**src/rtl/sbe_pkg.sv**
```systemverilog
// Package for the stream validity bi-phase encoder.
// Assumes a single 20 MHz system clock and synchronous active-high reset.
package sbe_pkg;

  // ==========================================================
  // Sizes and timing
  localparam int SBE_STREAMS = 32;
  localparam int SBE_FIFO_DEPTH = 8;
  localparam int SBE_CLK_HZ = 20000000;
  // Half cells per bit cell; one system clock per half cell
  localparam int SBE_HALVES = 2;
  // Stream clock rates at which per-bit validity should stay off
  localparam int SBE_FAST_RATE_A_MHZ = 64;
  localparam int SBE_FAST_RATE_B_MHZ = 128;

  // ==========================================================
  // Reset values
  localparam logic SBE_RST_CLK = 1'h1;
  localparam logic SBE_RST_VALID = 1'h0;

  // ==========================================================
  // One sample word: data bits, per-bit validity and tick marker
  typedef struct packed {
    logic [SBE_STREAMS-1:0] data;
    logic [SBE_STREAMS-1:0] valid;
    logic tick;
  } sbe_word_t;

  localparam int SBE_WORD_W = $bits(sbe_word_t);

  // Encoder phase within a bit cell
  typedef enum logic [1:0] {SBE_IDLE, SBE_FIRST, SBE_SECOND} sbe_phase_t;

endpackage

```
**src/rtl/sbe_fifo.sv**
```systemverilog
// Small synchronous FIFO with valid/ready on both sides.
// Assumes one clock and synchronous active-high reset.
`timescale 1ns/100ps
`default_nettype none
module sbe_fifo
#(
  parameter int WIDTH = 8,
  parameter int DEPTH = 8
)
(
  // Clock and reset
  input wire logic clk,
  input wire logic srst,
  // Fill side
  input wire logic in_valid,
  output logic in_ready,
  input wire logic [WIDTH-1:0] in_data,
  // Drain side
  output logic out_valid,
  input wire logic out_ready,
  output logic [WIDTH-1:0] out_data
);
  localparam int AW = $clog2(DEPTH);

  logic [WIDTH-1:0] mem_q [DEPTH];
  logic [AW-1:0] wr_q;
  logic [AW-1:0] rd_q;
  logic [AW:0] cnt_q;
  wire push;
  wire pop;

  // Handshake decode
  assign in_ready = (cnt_q != (AW+1)'(DEPTH));
  assign out_valid = (cnt_q != '0);
  assign push = in_valid && in_ready;
  assign pop = out_valid && out_ready;
  assign out_data = mem_q[rd_q];

  // Storage write
  always_ff @(posedge clk)
  begin
    if (push)
    begin
      mem_q[wr_q] <= in_data;
    end
  end

  // Pointers and fill count
  always_ff @(posedge clk)
  begin
    if (srst)
    begin
      wr_q <= '0;
      rd_q <= '0;
      cnt_q <= '0;
    end
    else
    begin
      if (push)
      begin
        wr_q <= (wr_q == AW'(DEPTH-1)) ? '0 : wr_q + 1'b1;
      end
      if (pop)
      begin
        rd_q <= (rd_q == AW'(DEPTH-1)) ? '0 : rd_q + 1'b1;
      end
      cnt_q <= cnt_q + (AW+1)'(push) - (AW+1)'(pop);
    end
  end
endmodule
`default_nettype wire

```
**src/rtl/sbe_encoder.sv**
```systemverilog
// Bi-phase validity encoder driving reconstructed streams and global valid.
// Assumes sample words arrive synchronous to CLK_SYS from the playback path,
// and that the downstream processor samples data on the rising and
// validity on the falling edge of the output sample clock.
//
// Overview of operation
// With per-bit validity on, first half carries data, second half validity.
// Validity half is stable across the falling edge of output sample clock; here the lines switch on that same edge.
// Invalid bit changes level mid-cell; valid bit holds level whole cell.
// With per-bit validity off, every stream holds its level the whole cell.
// Bi-phase doubles toggle rate; warn when enabled at 64 or 128 MHz.
// Only locally generated validity is encoded; input-side bit validity ignored.
// Global valid asserts only while all output streams carry valid data.
// Forwarded input-side global valid may gate the global valid output.
// Bit invalidation conditions come from user-set mask inputs.
// One output bit per cell, at most the processor-supplied clock rate.
// The second-tick bit is always output, keeping its tick relation.
// Invalid bit drives inverted level in second half; valid repeats it.
`timescale 1ns/100ps
`default_nettype none
module sbe_encoder
  import sbe_pkg::*;
#(
  parameter int STREAMS = sbe_pkg::SBE_STREAMS,
  parameter int FIFO_DEPTH = sbe_pkg::SBE_FIFO_DEPTH
)
(
  // Clock and reset
  input wire logic CLK_SYS,
  input wire logic SRST,
  // Sample input from playback path
  input wire logic IN_VALID,
  output logic IN_READY,
  input wire logic [STREAMS-1:0] IN_DATA,
  input wire logic [STREAMS-1:0] IN_BIT_VALID,
  input wire logic IN_SECOND_TICK,
  // User configuration
  input wire logic CFG_BIPHASE_EN,
  input wire logic CFG_USE_INPUT_VALID,
  input wire logic [STREAMS-1:0] CFG_STREAM_INVALID,
  input wire logic CFG_FAST_CLOCK,
  input wire logic INPUT_GLOBAL_VALID,
  // Downstream processor side
  output logic OUTPUT_SAMPLE_CLOCK,
  output logic [STREAMS-1:0] RECONSTRUCTED_STREAM,
  output logic OUTPUT_GLOBAL_VALID,
  output logic OUTPUT_SECOND_TICK,
  output logic RATE_WARNING
);
  import sbe_pkg::*;

  // ==========================================================
  // Buffering
  localparam int WW = 2 * STREAMS + 1;

  logic [WW-1:0] fifo_in;
  logic [WW-1:0] fifo_out;
  logic fifo_valid;
  wire fifo_pop;

  // Input validity bits are not forwarded
  assign fifo_in = {IN_DATA, {STREAMS{1'b1}} & ~CFG_STREAM_INVALID, IN_SECOND_TICK};

  sbe_fifo #(.WIDTH(WW), .DEPTH(FIFO_DEPTH)) u_fifo
  (
    .clk(CLK_SYS),
    .srst(SRST),
    .in_valid(IN_VALID),
    .in_ready(IN_READY),
    .in_data(fifo_in),
    .out_valid(fifo_valid),
    .out_ready(fifo_pop),
    .out_data(fifo_out)
  );

  // ==========================================================
  // Cell sequencing
  sbe_phase_t phase_q;
  sbe_phase_t phase_d;
  logic [STREAMS-1:0] data_q;
  logic [STREAMS-1:0] bitok_q;
  logic tick_q;
  logic [STREAMS-1:0] stream_q;
  logic [STREAMS-1:0] stream_d;
  logic clk_q;
  logic clk_d;
  logic gvalid_q;
  logic gvalid_d;
  logic tick_out_q;
  logic warn_q;
  wire [STREAMS-1:0] w_data;
  wire [STREAMS-1:0] w_ok;
  wire w_tick;
  wire all_ok;
  wire start_cell;

  assign w_data = fifo_out[WW-1 -: STREAMS];
  // User mask decides bit invalidation
  assign w_ok = fifo_out[STREAMS:1];
  assign w_tick = fifo_out[0];
  // One word per two-clock cell
  assign start_cell = (phase_q != SBE_FIRST) && fifo_valid;
  assign fifo_pop = start_cell;
  // All streams valid
  assign all_ok = &bitok_q;

  // ==========================================================
  // Second-half level, one stream at a time
  wire [STREAMS-1:0] second_lvl;

  genvar gi;
  generate
    for (gi = 0; gi < STREAMS; gi++)
    begin : g_half
      // Invert on invalid, hold on valid
      // Bi-phase off holds the whole cell
      assign second_lvl[gi] = CFG_BIPHASE_EN ? (data_q[gi] ^ ~bitok_q[gi]) : data_q[gi];
    end
  endgenerate

  // Input-side valid term, shared by both halves of a cell
  function automatic logic input_gate(input logic use_iv, input logic igv);
    input_gate = !use_iv || igv;
  endfunction

  // Next phase
  always_comb
  begin
    case (phase_q)
      SBE_IDLE: phase_d = fifo_valid ? SBE_FIRST : SBE_IDLE;
      SBE_FIRST: phase_d = SBE_SECOND;
      SBE_SECOND: phase_d = fifo_valid ? SBE_FIRST : SBE_IDLE;
      default: phase_d = SBE_IDLE;
    endcase
  end

  // Output line levels per half cell
  always_comb
  begin
    stream_d = stream_q;
    clk_d = SBE_RST_CLK;
    gvalid_d = gvalid_q;
    if (start_cell)
    begin
      // Data in first half
      stream_d = w_data;
      clk_d = 1'b1;
      // Global valid from streams and input side
      gvalid_d = (&w_ok) && input_gate(CFG_USE_INPUT_VALID, INPUT_GLOBAL_VALID);
    end
    else if (phase_q == SBE_FIRST)
    begin
      // Second-half level per stream
      stream_d = second_lvl;
      // Clock falls on the same edge that puts the validity half on the lines
      clk_d = 1'b0;
      gvalid_d = all_ok && input_gate(CFG_USE_INPUT_VALID, INPUT_GLOBAL_VALID);
    end
  end

  // Phase, line levels, output clock and global valid
  always_ff @(posedge CLK_SYS)
  begin
    if (SRST)
    begin
      phase_q <= SBE_IDLE;
      stream_q <= '0;
      clk_q <= SBE_RST_CLK;
      gvalid_q <= SBE_RST_VALID;
    end
    else
    begin
      phase_q <= phase_d;
      stream_q <= stream_d;
      clk_q <= clk_d;
      gvalid_q <= gvalid_d;
    end
  end

  // Word kept for the second half of its cell
  always_ff @(posedge CLK_SYS)
  begin
    if (SRST)
    begin
      data_q <= '0;
      bitok_q <= '1;
      tick_q <= 1'b0;
    end
    else if (start_cell)
    begin
      data_q <= w_data;
      bitok_q <= w_ok;
      tick_q <= w_tick;
    end
  end

  // Tick bit always emitted, aligned to cell
  always_ff @(posedge CLK_SYS)
  begin
    if (SRST)
    begin
      tick_out_q <= 1'b0;
    end
    else if (start_cell)
    begin
      tick_out_q <= w_tick;
    end
    else if (phase_q == SBE_FIRST)
    begin
      tick_out_q <= tick_q;
    end
    else
    begin
      tick_out_q <= 1'b0;
    end
  end

  // Flag bi-phase at high stream rates
  always_ff @(posedge CLK_SYS)
  begin
    if (SRST)
    begin
      warn_q <= 1'b0;
    end
    else
    begin
      warn_q <= CFG_BIPHASE_EN && CFG_FAST_CLOCK;
    end
  end

  // Outputs straight from flip-flops
  assign OUTPUT_SAMPLE_CLOCK = clk_q;
  assign RECONSTRUCTED_STREAM = stream_q;
  assign OUTPUT_GLOBAL_VALID = gvalid_q;
  assign OUTPUT_SECOND_TICK = tick_out_q;
  assign RATE_WARNING = warn_q;
endmodule
`default_nettype wire

```
**config.mk**
```make
export PLATFORM = sky130hd
export DESIGN_NAME = sbe_encoder
export DESIGN_NICKNAME = d
export VERILOG_FILES = /design/src/rtl/sbe_pkg.sv /design/src/rtl/sbe_fifo.sv /design/src/rtl/sbe_encoder.sv
export SDC_FILE = /design/constraint.sdc
export NUM_CORES = 1
export LEC_CHECK = 0
export BUFFER_PORTS_ARGS = -buffer_cell sky130_fd_sc_hd__buf_2
export CAP_MARGIN = 20
export CELL_PAD_IN_SITES_DETAIL_PLACEMENT = 1
export CELL_PAD_IN_SITES_GLOBAL_PLACEMENT = 1
export CORE_UTILIZATION = 30
export CTS_BUF_LIST = sky130_fd_sc_hd__clkbuf_16
export DETAILED_ROUTE_END_ITERATION = 12
export HOLD_SLACK_MARGIN = 0.03
export PLACE_DENSITY = 0.57
export SKIP_LAST_GASP = 1
export SLEW_MARGIN = 20
export SYNTH_ARGS = -nofsm -noshare
export SYNTH_HDL_FRONTEND = slang
export SYNTH_HIERARCHICAL = 1
export SYNTH_SLANG_ARGS = --single-unit
```
**constraint.sdc**
```tcl
create_clock -name CLK_SYS -period 12 [get_ports CLK_SYS]
set_input_delay 0.6 -clock CLK_SYS [delete_from_list [all_inputs] [get_ports CLK_SYS]]
set_output_delay 0.6 -clock CLK_SYS [all_outputs]
set_load 0.01 [all_outputs]
```
# Word level (Yosys, flattened, before mapping)
# Memory sizes are Yosys's and may differ from the RTL's. A register that Yosys moved wholly into a read port is not among the register bits.
# Cells that the tools add are included.
# W data, S select, Z words.
[op_classes]
n_addsub = 4
eq_ne = 6
n_mux = 47
bitwise_logic = 65
reduce_logical = 15
[op_table]
columns = ["op", "count"]
rows = [
  ["$mux W32", 2],
  ["$reduce_and A32 Y1", 2],
  ["$mux W1", 40],
  ["$not A1 Y1", 32],
  ["$not A32 Y32", 1],
  ["$xor A1 B1 Y1", 32],
  ["$mux W3", 4],
  ["$add A3 B1 Y3 const B", 2],
  ["$eq A3 B3 Y1 const B", 2],
  ["$logic_and A1 B1 Y1", 6],
  ["$add A4 B1 Y4", 1],
  ["$ne A4 B4 Y1 const B", 1],
  ["$pmux W2 S2", 1],
  ["$reduce_bool A4 Y1", 1],
  ["$reduce_or A2 Y1", 2],
  ["$sub A4 B1 Y4", 1],
  ["$eq A2 B1 Y1 const B", 1],
  ["$eq A2 B2 Y1 const B", 1],
  ["$logic_not A2 Y1", 1],
  ["$ne A2 B1 Y1 const B", 1],
  ["$reduce_bool A2 Y1", 1],
  ["$logic_not A1 Y1", 1],
  ["$logic_or A1 B1 Y1", 1],
]
[word_totals]
register_bits = 113
ram_bits = 520
input_bits = 104
out_inout_bits = 37
wordCells = 150
mem_count = 1
[mem_list]
columns = ["memory", "words", "width", "read_ports", "rd_clocked_by_memory_dff", "write_ports", "line_no", "text"]
rows = [
  ["u_fifo.mem_q", 8, 65, 1, 1, 1, "sbe_fifo.sv:25", "logic [WIDTH-1:0] mem_q [DEPTH];"],
]

# Logic depth before layout (Yosys ltp)
[logic_depth]
ltp_word = 5
ltp_mapped = 15

# Hierarchy
# The synthesis kept the hierarchy.
[modules_own_cells]
columns = ["mod", "instances", "cells_per_inst", "area_each_um2", "seq_area_each_um2"]
rows = [
  ["sbe_fifo", 1, 827, 20210.6, 15875.2],
  ["sbe_encoder", 1, 606, 4720.8, 2062.0],
]

# Worst setup path after synthesis
# OpenSTA, ideal clock, no wires.
[synth_path]
path_kind = "reg2reg"
from = "register u_fifo.cnt_q[2]"
to = "memory u_fifo/mem_q[0][0] in the netlist's numbering (enable)"
setup_ns = 0.649
t_arrival_ns = 7.133
required_time_ns = 11.351
path_slack_ns = 4.219
stages_incl_launch_ff = 6
path_buffers = 0
path_cell_list = "dfxtp_1 -> inv_1 -> ha_1 -> or3b_2 -> nand2_1 -> nor4_1"
[synth_between]
elab_chain_cells = 4
[synth_rtl]
columns = ["element", "line_no", "text"]
rows = [
  ["start: declaration", "sbe_fifo.sv:28", "logic [AW:0] cnt_q;"],
  ["start signal: assignment", "sbe_fifo.sv:67", "cnt_q <= cnt_q + (AW+1)'(push) - (AW+1)'(pop);"],
  ["$ne A4 B4 Y1", "sbe_fifo.sv:33", "assign in_ready = (cnt_q != (AW+1)'(DEPTH));"],
  ["net IN_READY", "sbe_encoder.sv:33", "output logic IN_READY,"],
  ["$logic_and A1 B1 Y1", "sbe_fifo.sv:35", "assign push = in_valid && in_ready;"],
  ["$mux W1", "sbe_fifo.sv:42", "if (push)"],
  ["$mux W1 (implied by the code)", "sbe_fifo.sv:44", "mem_q[wr_q] <= in_data;"],
  ["end: declaration", "sbe_fifo.sv:25", ""],
]
# The timed path passes the listed nets, and every way through them passes these cells.

==> summary.txt <==
Logic synthesis
  – #FFs+latches synth: 636
  – Dominant cell type by area after synthesis: edfxtp_1
  – Area of the mapped netlist: 24930 sq um
  – Top cell type's share of synthesized area: 0.6263
  – Top post-synthesis cells by count: edfxtp_1, nand2_1, mux4_2
  – Post-Syn Nets: 1548
  – Warnings from Yosys: 6
  – Syn_area_per_cell: 17.40 sq um
  – Number of flops mapped to enable cells by yosys: 520
  – Ys flop type: edfxtp_1
  – Most common cell in the synthesized netlist: edfxtp_1
  – Async S/R FF share, synth: 0
  – Post-synthesis cell count: 1433
  – Synth area leaders: edfxtp_1, mux4_2, dfxtp_1
  – Distinct cells, synth: 33
  – Post-synthesis sequential area ratio: 0.7195

Timing
  – Setup Viol. Count Final: 0
  – Slew Limit Fails: 0
  – RSZ-0062 raised after global routing: no
  – Clock skew: 21.42 ps
  – Minimum clock period: 3826 ps
  – Max_slew headroom: 0.3102
  – Setup TNS: 0 ps
  – Worst-Margin Slew: 1035 ps
  – Final hold violation count: 0
  – Final period utilization: 0.3188
  – Peak Freq: 261.4 MHz

Placement
  – Gpl congestion: 0.7089
  – Post-DP Area: 26620 sq um
  – Count of port buffers added during placement: 108
  – Post-DP HPWL: 34160 um

Finish
  – Final core utilization: 0.3513
  – Final instance area: 28850 sq um
  – Layout cells sized above 1: 0.2726
  – # fillers: 8226
  – Syn-to-layout area delta: 15.70%
  – Final #Nets: 1666

CTS
  – Clk_lat worst skew: 610 ps
  – Root Buffer: clkbuf_16
  – Hold-fix buffers at CTS: 0
  – H-tree level count: 3
  – Clock Path Buffers: 3
  – Clock net sink count: 636
  – CTS tree: done
  – Reg clk slew, reported paths: 60 ps
  – Number of gates resized after cts: 0
  – Cts bufs inserted: 69
  – Post-CTS setup buffer count: 0

Critical path
  – Reg2reg end: OUTPUT_GLOBAL_VALID
  – R2r setup slk: 8170 ps
  – Slowest cell on crit path: buf_4
  – Worst EP arrival: 4370 ps
  – CP max FO: 62
  – Worst-path cell chain: buf_4, buf_4, mux4_2, mux2_2, nand4_1, nor4_1, nand4_1, nand3_1
  – Critical path start-end classification: reg2reg
  – Max stage delay on crit path: 850 ps
  – Worst r2r path cells: 8
  – Crit end category: register
  – Worst path required time: 12550 ps
  – Critical Path Start Type: register

Routing
  – Initial DRC count: 669
  – Drc violations: 0
  – Post-DR wirelength/cell: 22.10 um
  – Number of vias per cell: 4.763
  – DRT Wirelength: 59230 um
  – DR pass1 iterations: 5
  – Final ANT Viol Nets: 0
  – Vias: 12770

Floorplan
  – Starting Density: 0.3036
  – Full die area: 84260 sq um
  – Ports: 141
  – Core area: 82110 sq um
  – Row cnt: 105
  – Die Y: 290.3 um
  – Die W: 290.3 um

Worst hold path
  – Hold Path Class: in2reg
  – Hold Path Stages: 3
  – Hold Crit Start: CFG_FAST_CLOCK
  – Hold-critical path endpoint: RATE_WARNING

GRT
  – GRT busiest layer: met2
  – Wire length of the first global-routing pass: 89810 um
  – Grt total ovfl: 0
  – Met3 usage: 0.02600
  – Met1 global-route usage: 0.1928
  – GR Util met2: 0.2335
  – Number of global-route vias before repair: 13760
  – Initial antenna violation count: 9
  – Global-route usage over all layers: 0.1427
  – Largest net degree at the start of global routing: 103

Run status
  – Run status: finished clean

Power
  – PwrDens: 224.0 nW/um^2
  – Worst vdd ir: 0.1045 mV
  – LEAKAGE: 9.504 nW
  – Total power: 6.462 mW

Flow run
  – Max-cap violations: 0
## layout make-up
class                   count  area, sq um  share of cell area
flip-flops and latches    636        17950              0.6222
repair buffers            130        720.7             0.02498
multi-input cells         674         6464              0.2241
inverters                  40        150.1            0.005205
clock buffers              73         1827             0.06333
diodes                      3        7.507           0.0002602
clock inverters            54        390.4             0.01353
well taps                1070         1339             0.04641
## where the power goes
| part | internal, mW | switching, mW |
|---|---|---|
| Clock | 1.21 | 0.847 |
| Combinational | 0.670 | 0.911 |
| Sequential | 2.65 | 0.175 |
| Total | 4.53 | 1.93 |
## sequential cells by signal (all words and copies together) (netlist names), named ones only
| name | count |
|---|---|
| phase_q | 2 |
| RATE_WARNING | 1 |
| OUTPUT_SAMPLE_CLOCK | 1 |
| tick_q | 1 |
| u_fifo/rd_q | 3 |
| u_fifo/wr_q | 3 |
| data_q | 32 |
| u_fifo/mem_q | 520 |
| bitok_q | 32 |
| OUTPUT_GLOBAL_VALID | 1 |
| u_fifo/cnt_q | 4 |
| OUTPUT_SECOND_TICK | 1 |
| RECONSTRUCTED_STREAM | 32 |
## worst max-delay path, delay by kind of cell (launching register included)
family / cells / cell delay (ps)
mux: 2 / 560
simple gates: 4 / 910
buf+inv: 2 / 1480
flops: 1 / 720
## placed cells by master, fill, tap and decap left out, types with 4 or more instances in the layout
| cell | n |
|---|---|
| nand3_1 | 7 |
| nand4_1 | 15 |
| nand3b_1 | 32 |
| buf_4 | 22 |
| ha_1 | 10 |
| inv_6 | 4 |
| mux4_2 | 130 |
| nor2_4 | 4 |
| nor3_1 | 35 |
| xnor2_1 | 33 |
| nand2_1 | 164 |
| clkbuf_16 | 73 |
| clkinv_2 | 6 |
| mux2_2 | 66 |
| nand2b_1 | 13 |
| nor3_2 | 4 |
| inv_1 | 61 |
| buf_2 | 107 |
| mux2i_1 | 4 |
| nor2b_1 | 36 |
| dfxtp_1 | 113 |
| a21oi_1 | 68 |
| a211o_1 | 33 |
| edfxtp_1 | 520 |
| nor4_1 | 4 |
| clkinv_1 | 11 |
| bufinv_16 | 5 |
## logic make-up after synthesis
group / Yosys count / share of synthesized area
flops: 636 / 0.7195
simple gates: 326 / 0.06424
mux: 200 / 0.1489
buf+inv: 123 / 0.02394
compound gates: 104 / 0.02610
xor+xnor: 33 / 0.01159
fa+ha+maj: 11 / 0.005822
## routing by layer
layer	wire, um	share of wire
met1	27490	0.46
met2	28440	0.48
met3	2133	0.036
met4	1108	0.019
met5	58	0.00098
## worst max path at each step
stage                          startpoint                  end  slack [ps]
final                            register  OUTPUT_GLOBAL_VALID        8170
after global routing             register  OUTPUT_GLOBAL_VALID        7950
after CTS                        register  OUTPUT_GLOBAL_VALID        8000
after detailed placement         register  OUTPUT_GLOBAL_VALID        8010
after global placement           register  OUTPUT_GLOBAL_VALID        8020
after floorplan           u_fifo/cnt_q[2]   u_fifo/mem_q[0][0]        4220
## through the flow
step | worst slack (ps) | std cells | hold WS, ps
floorplan | 4219 | 1433 | 413.3
global placement | 8020 | 2550 | 426.2
detailed placement | 8007 | 2550 | 443.9
CTS | 7995 | 2677 | 200.0
global route | 7948 | 2678 | 223.5
finish | 8174 | 2680 | 238.5
Power figures use the tool's default switching activity.
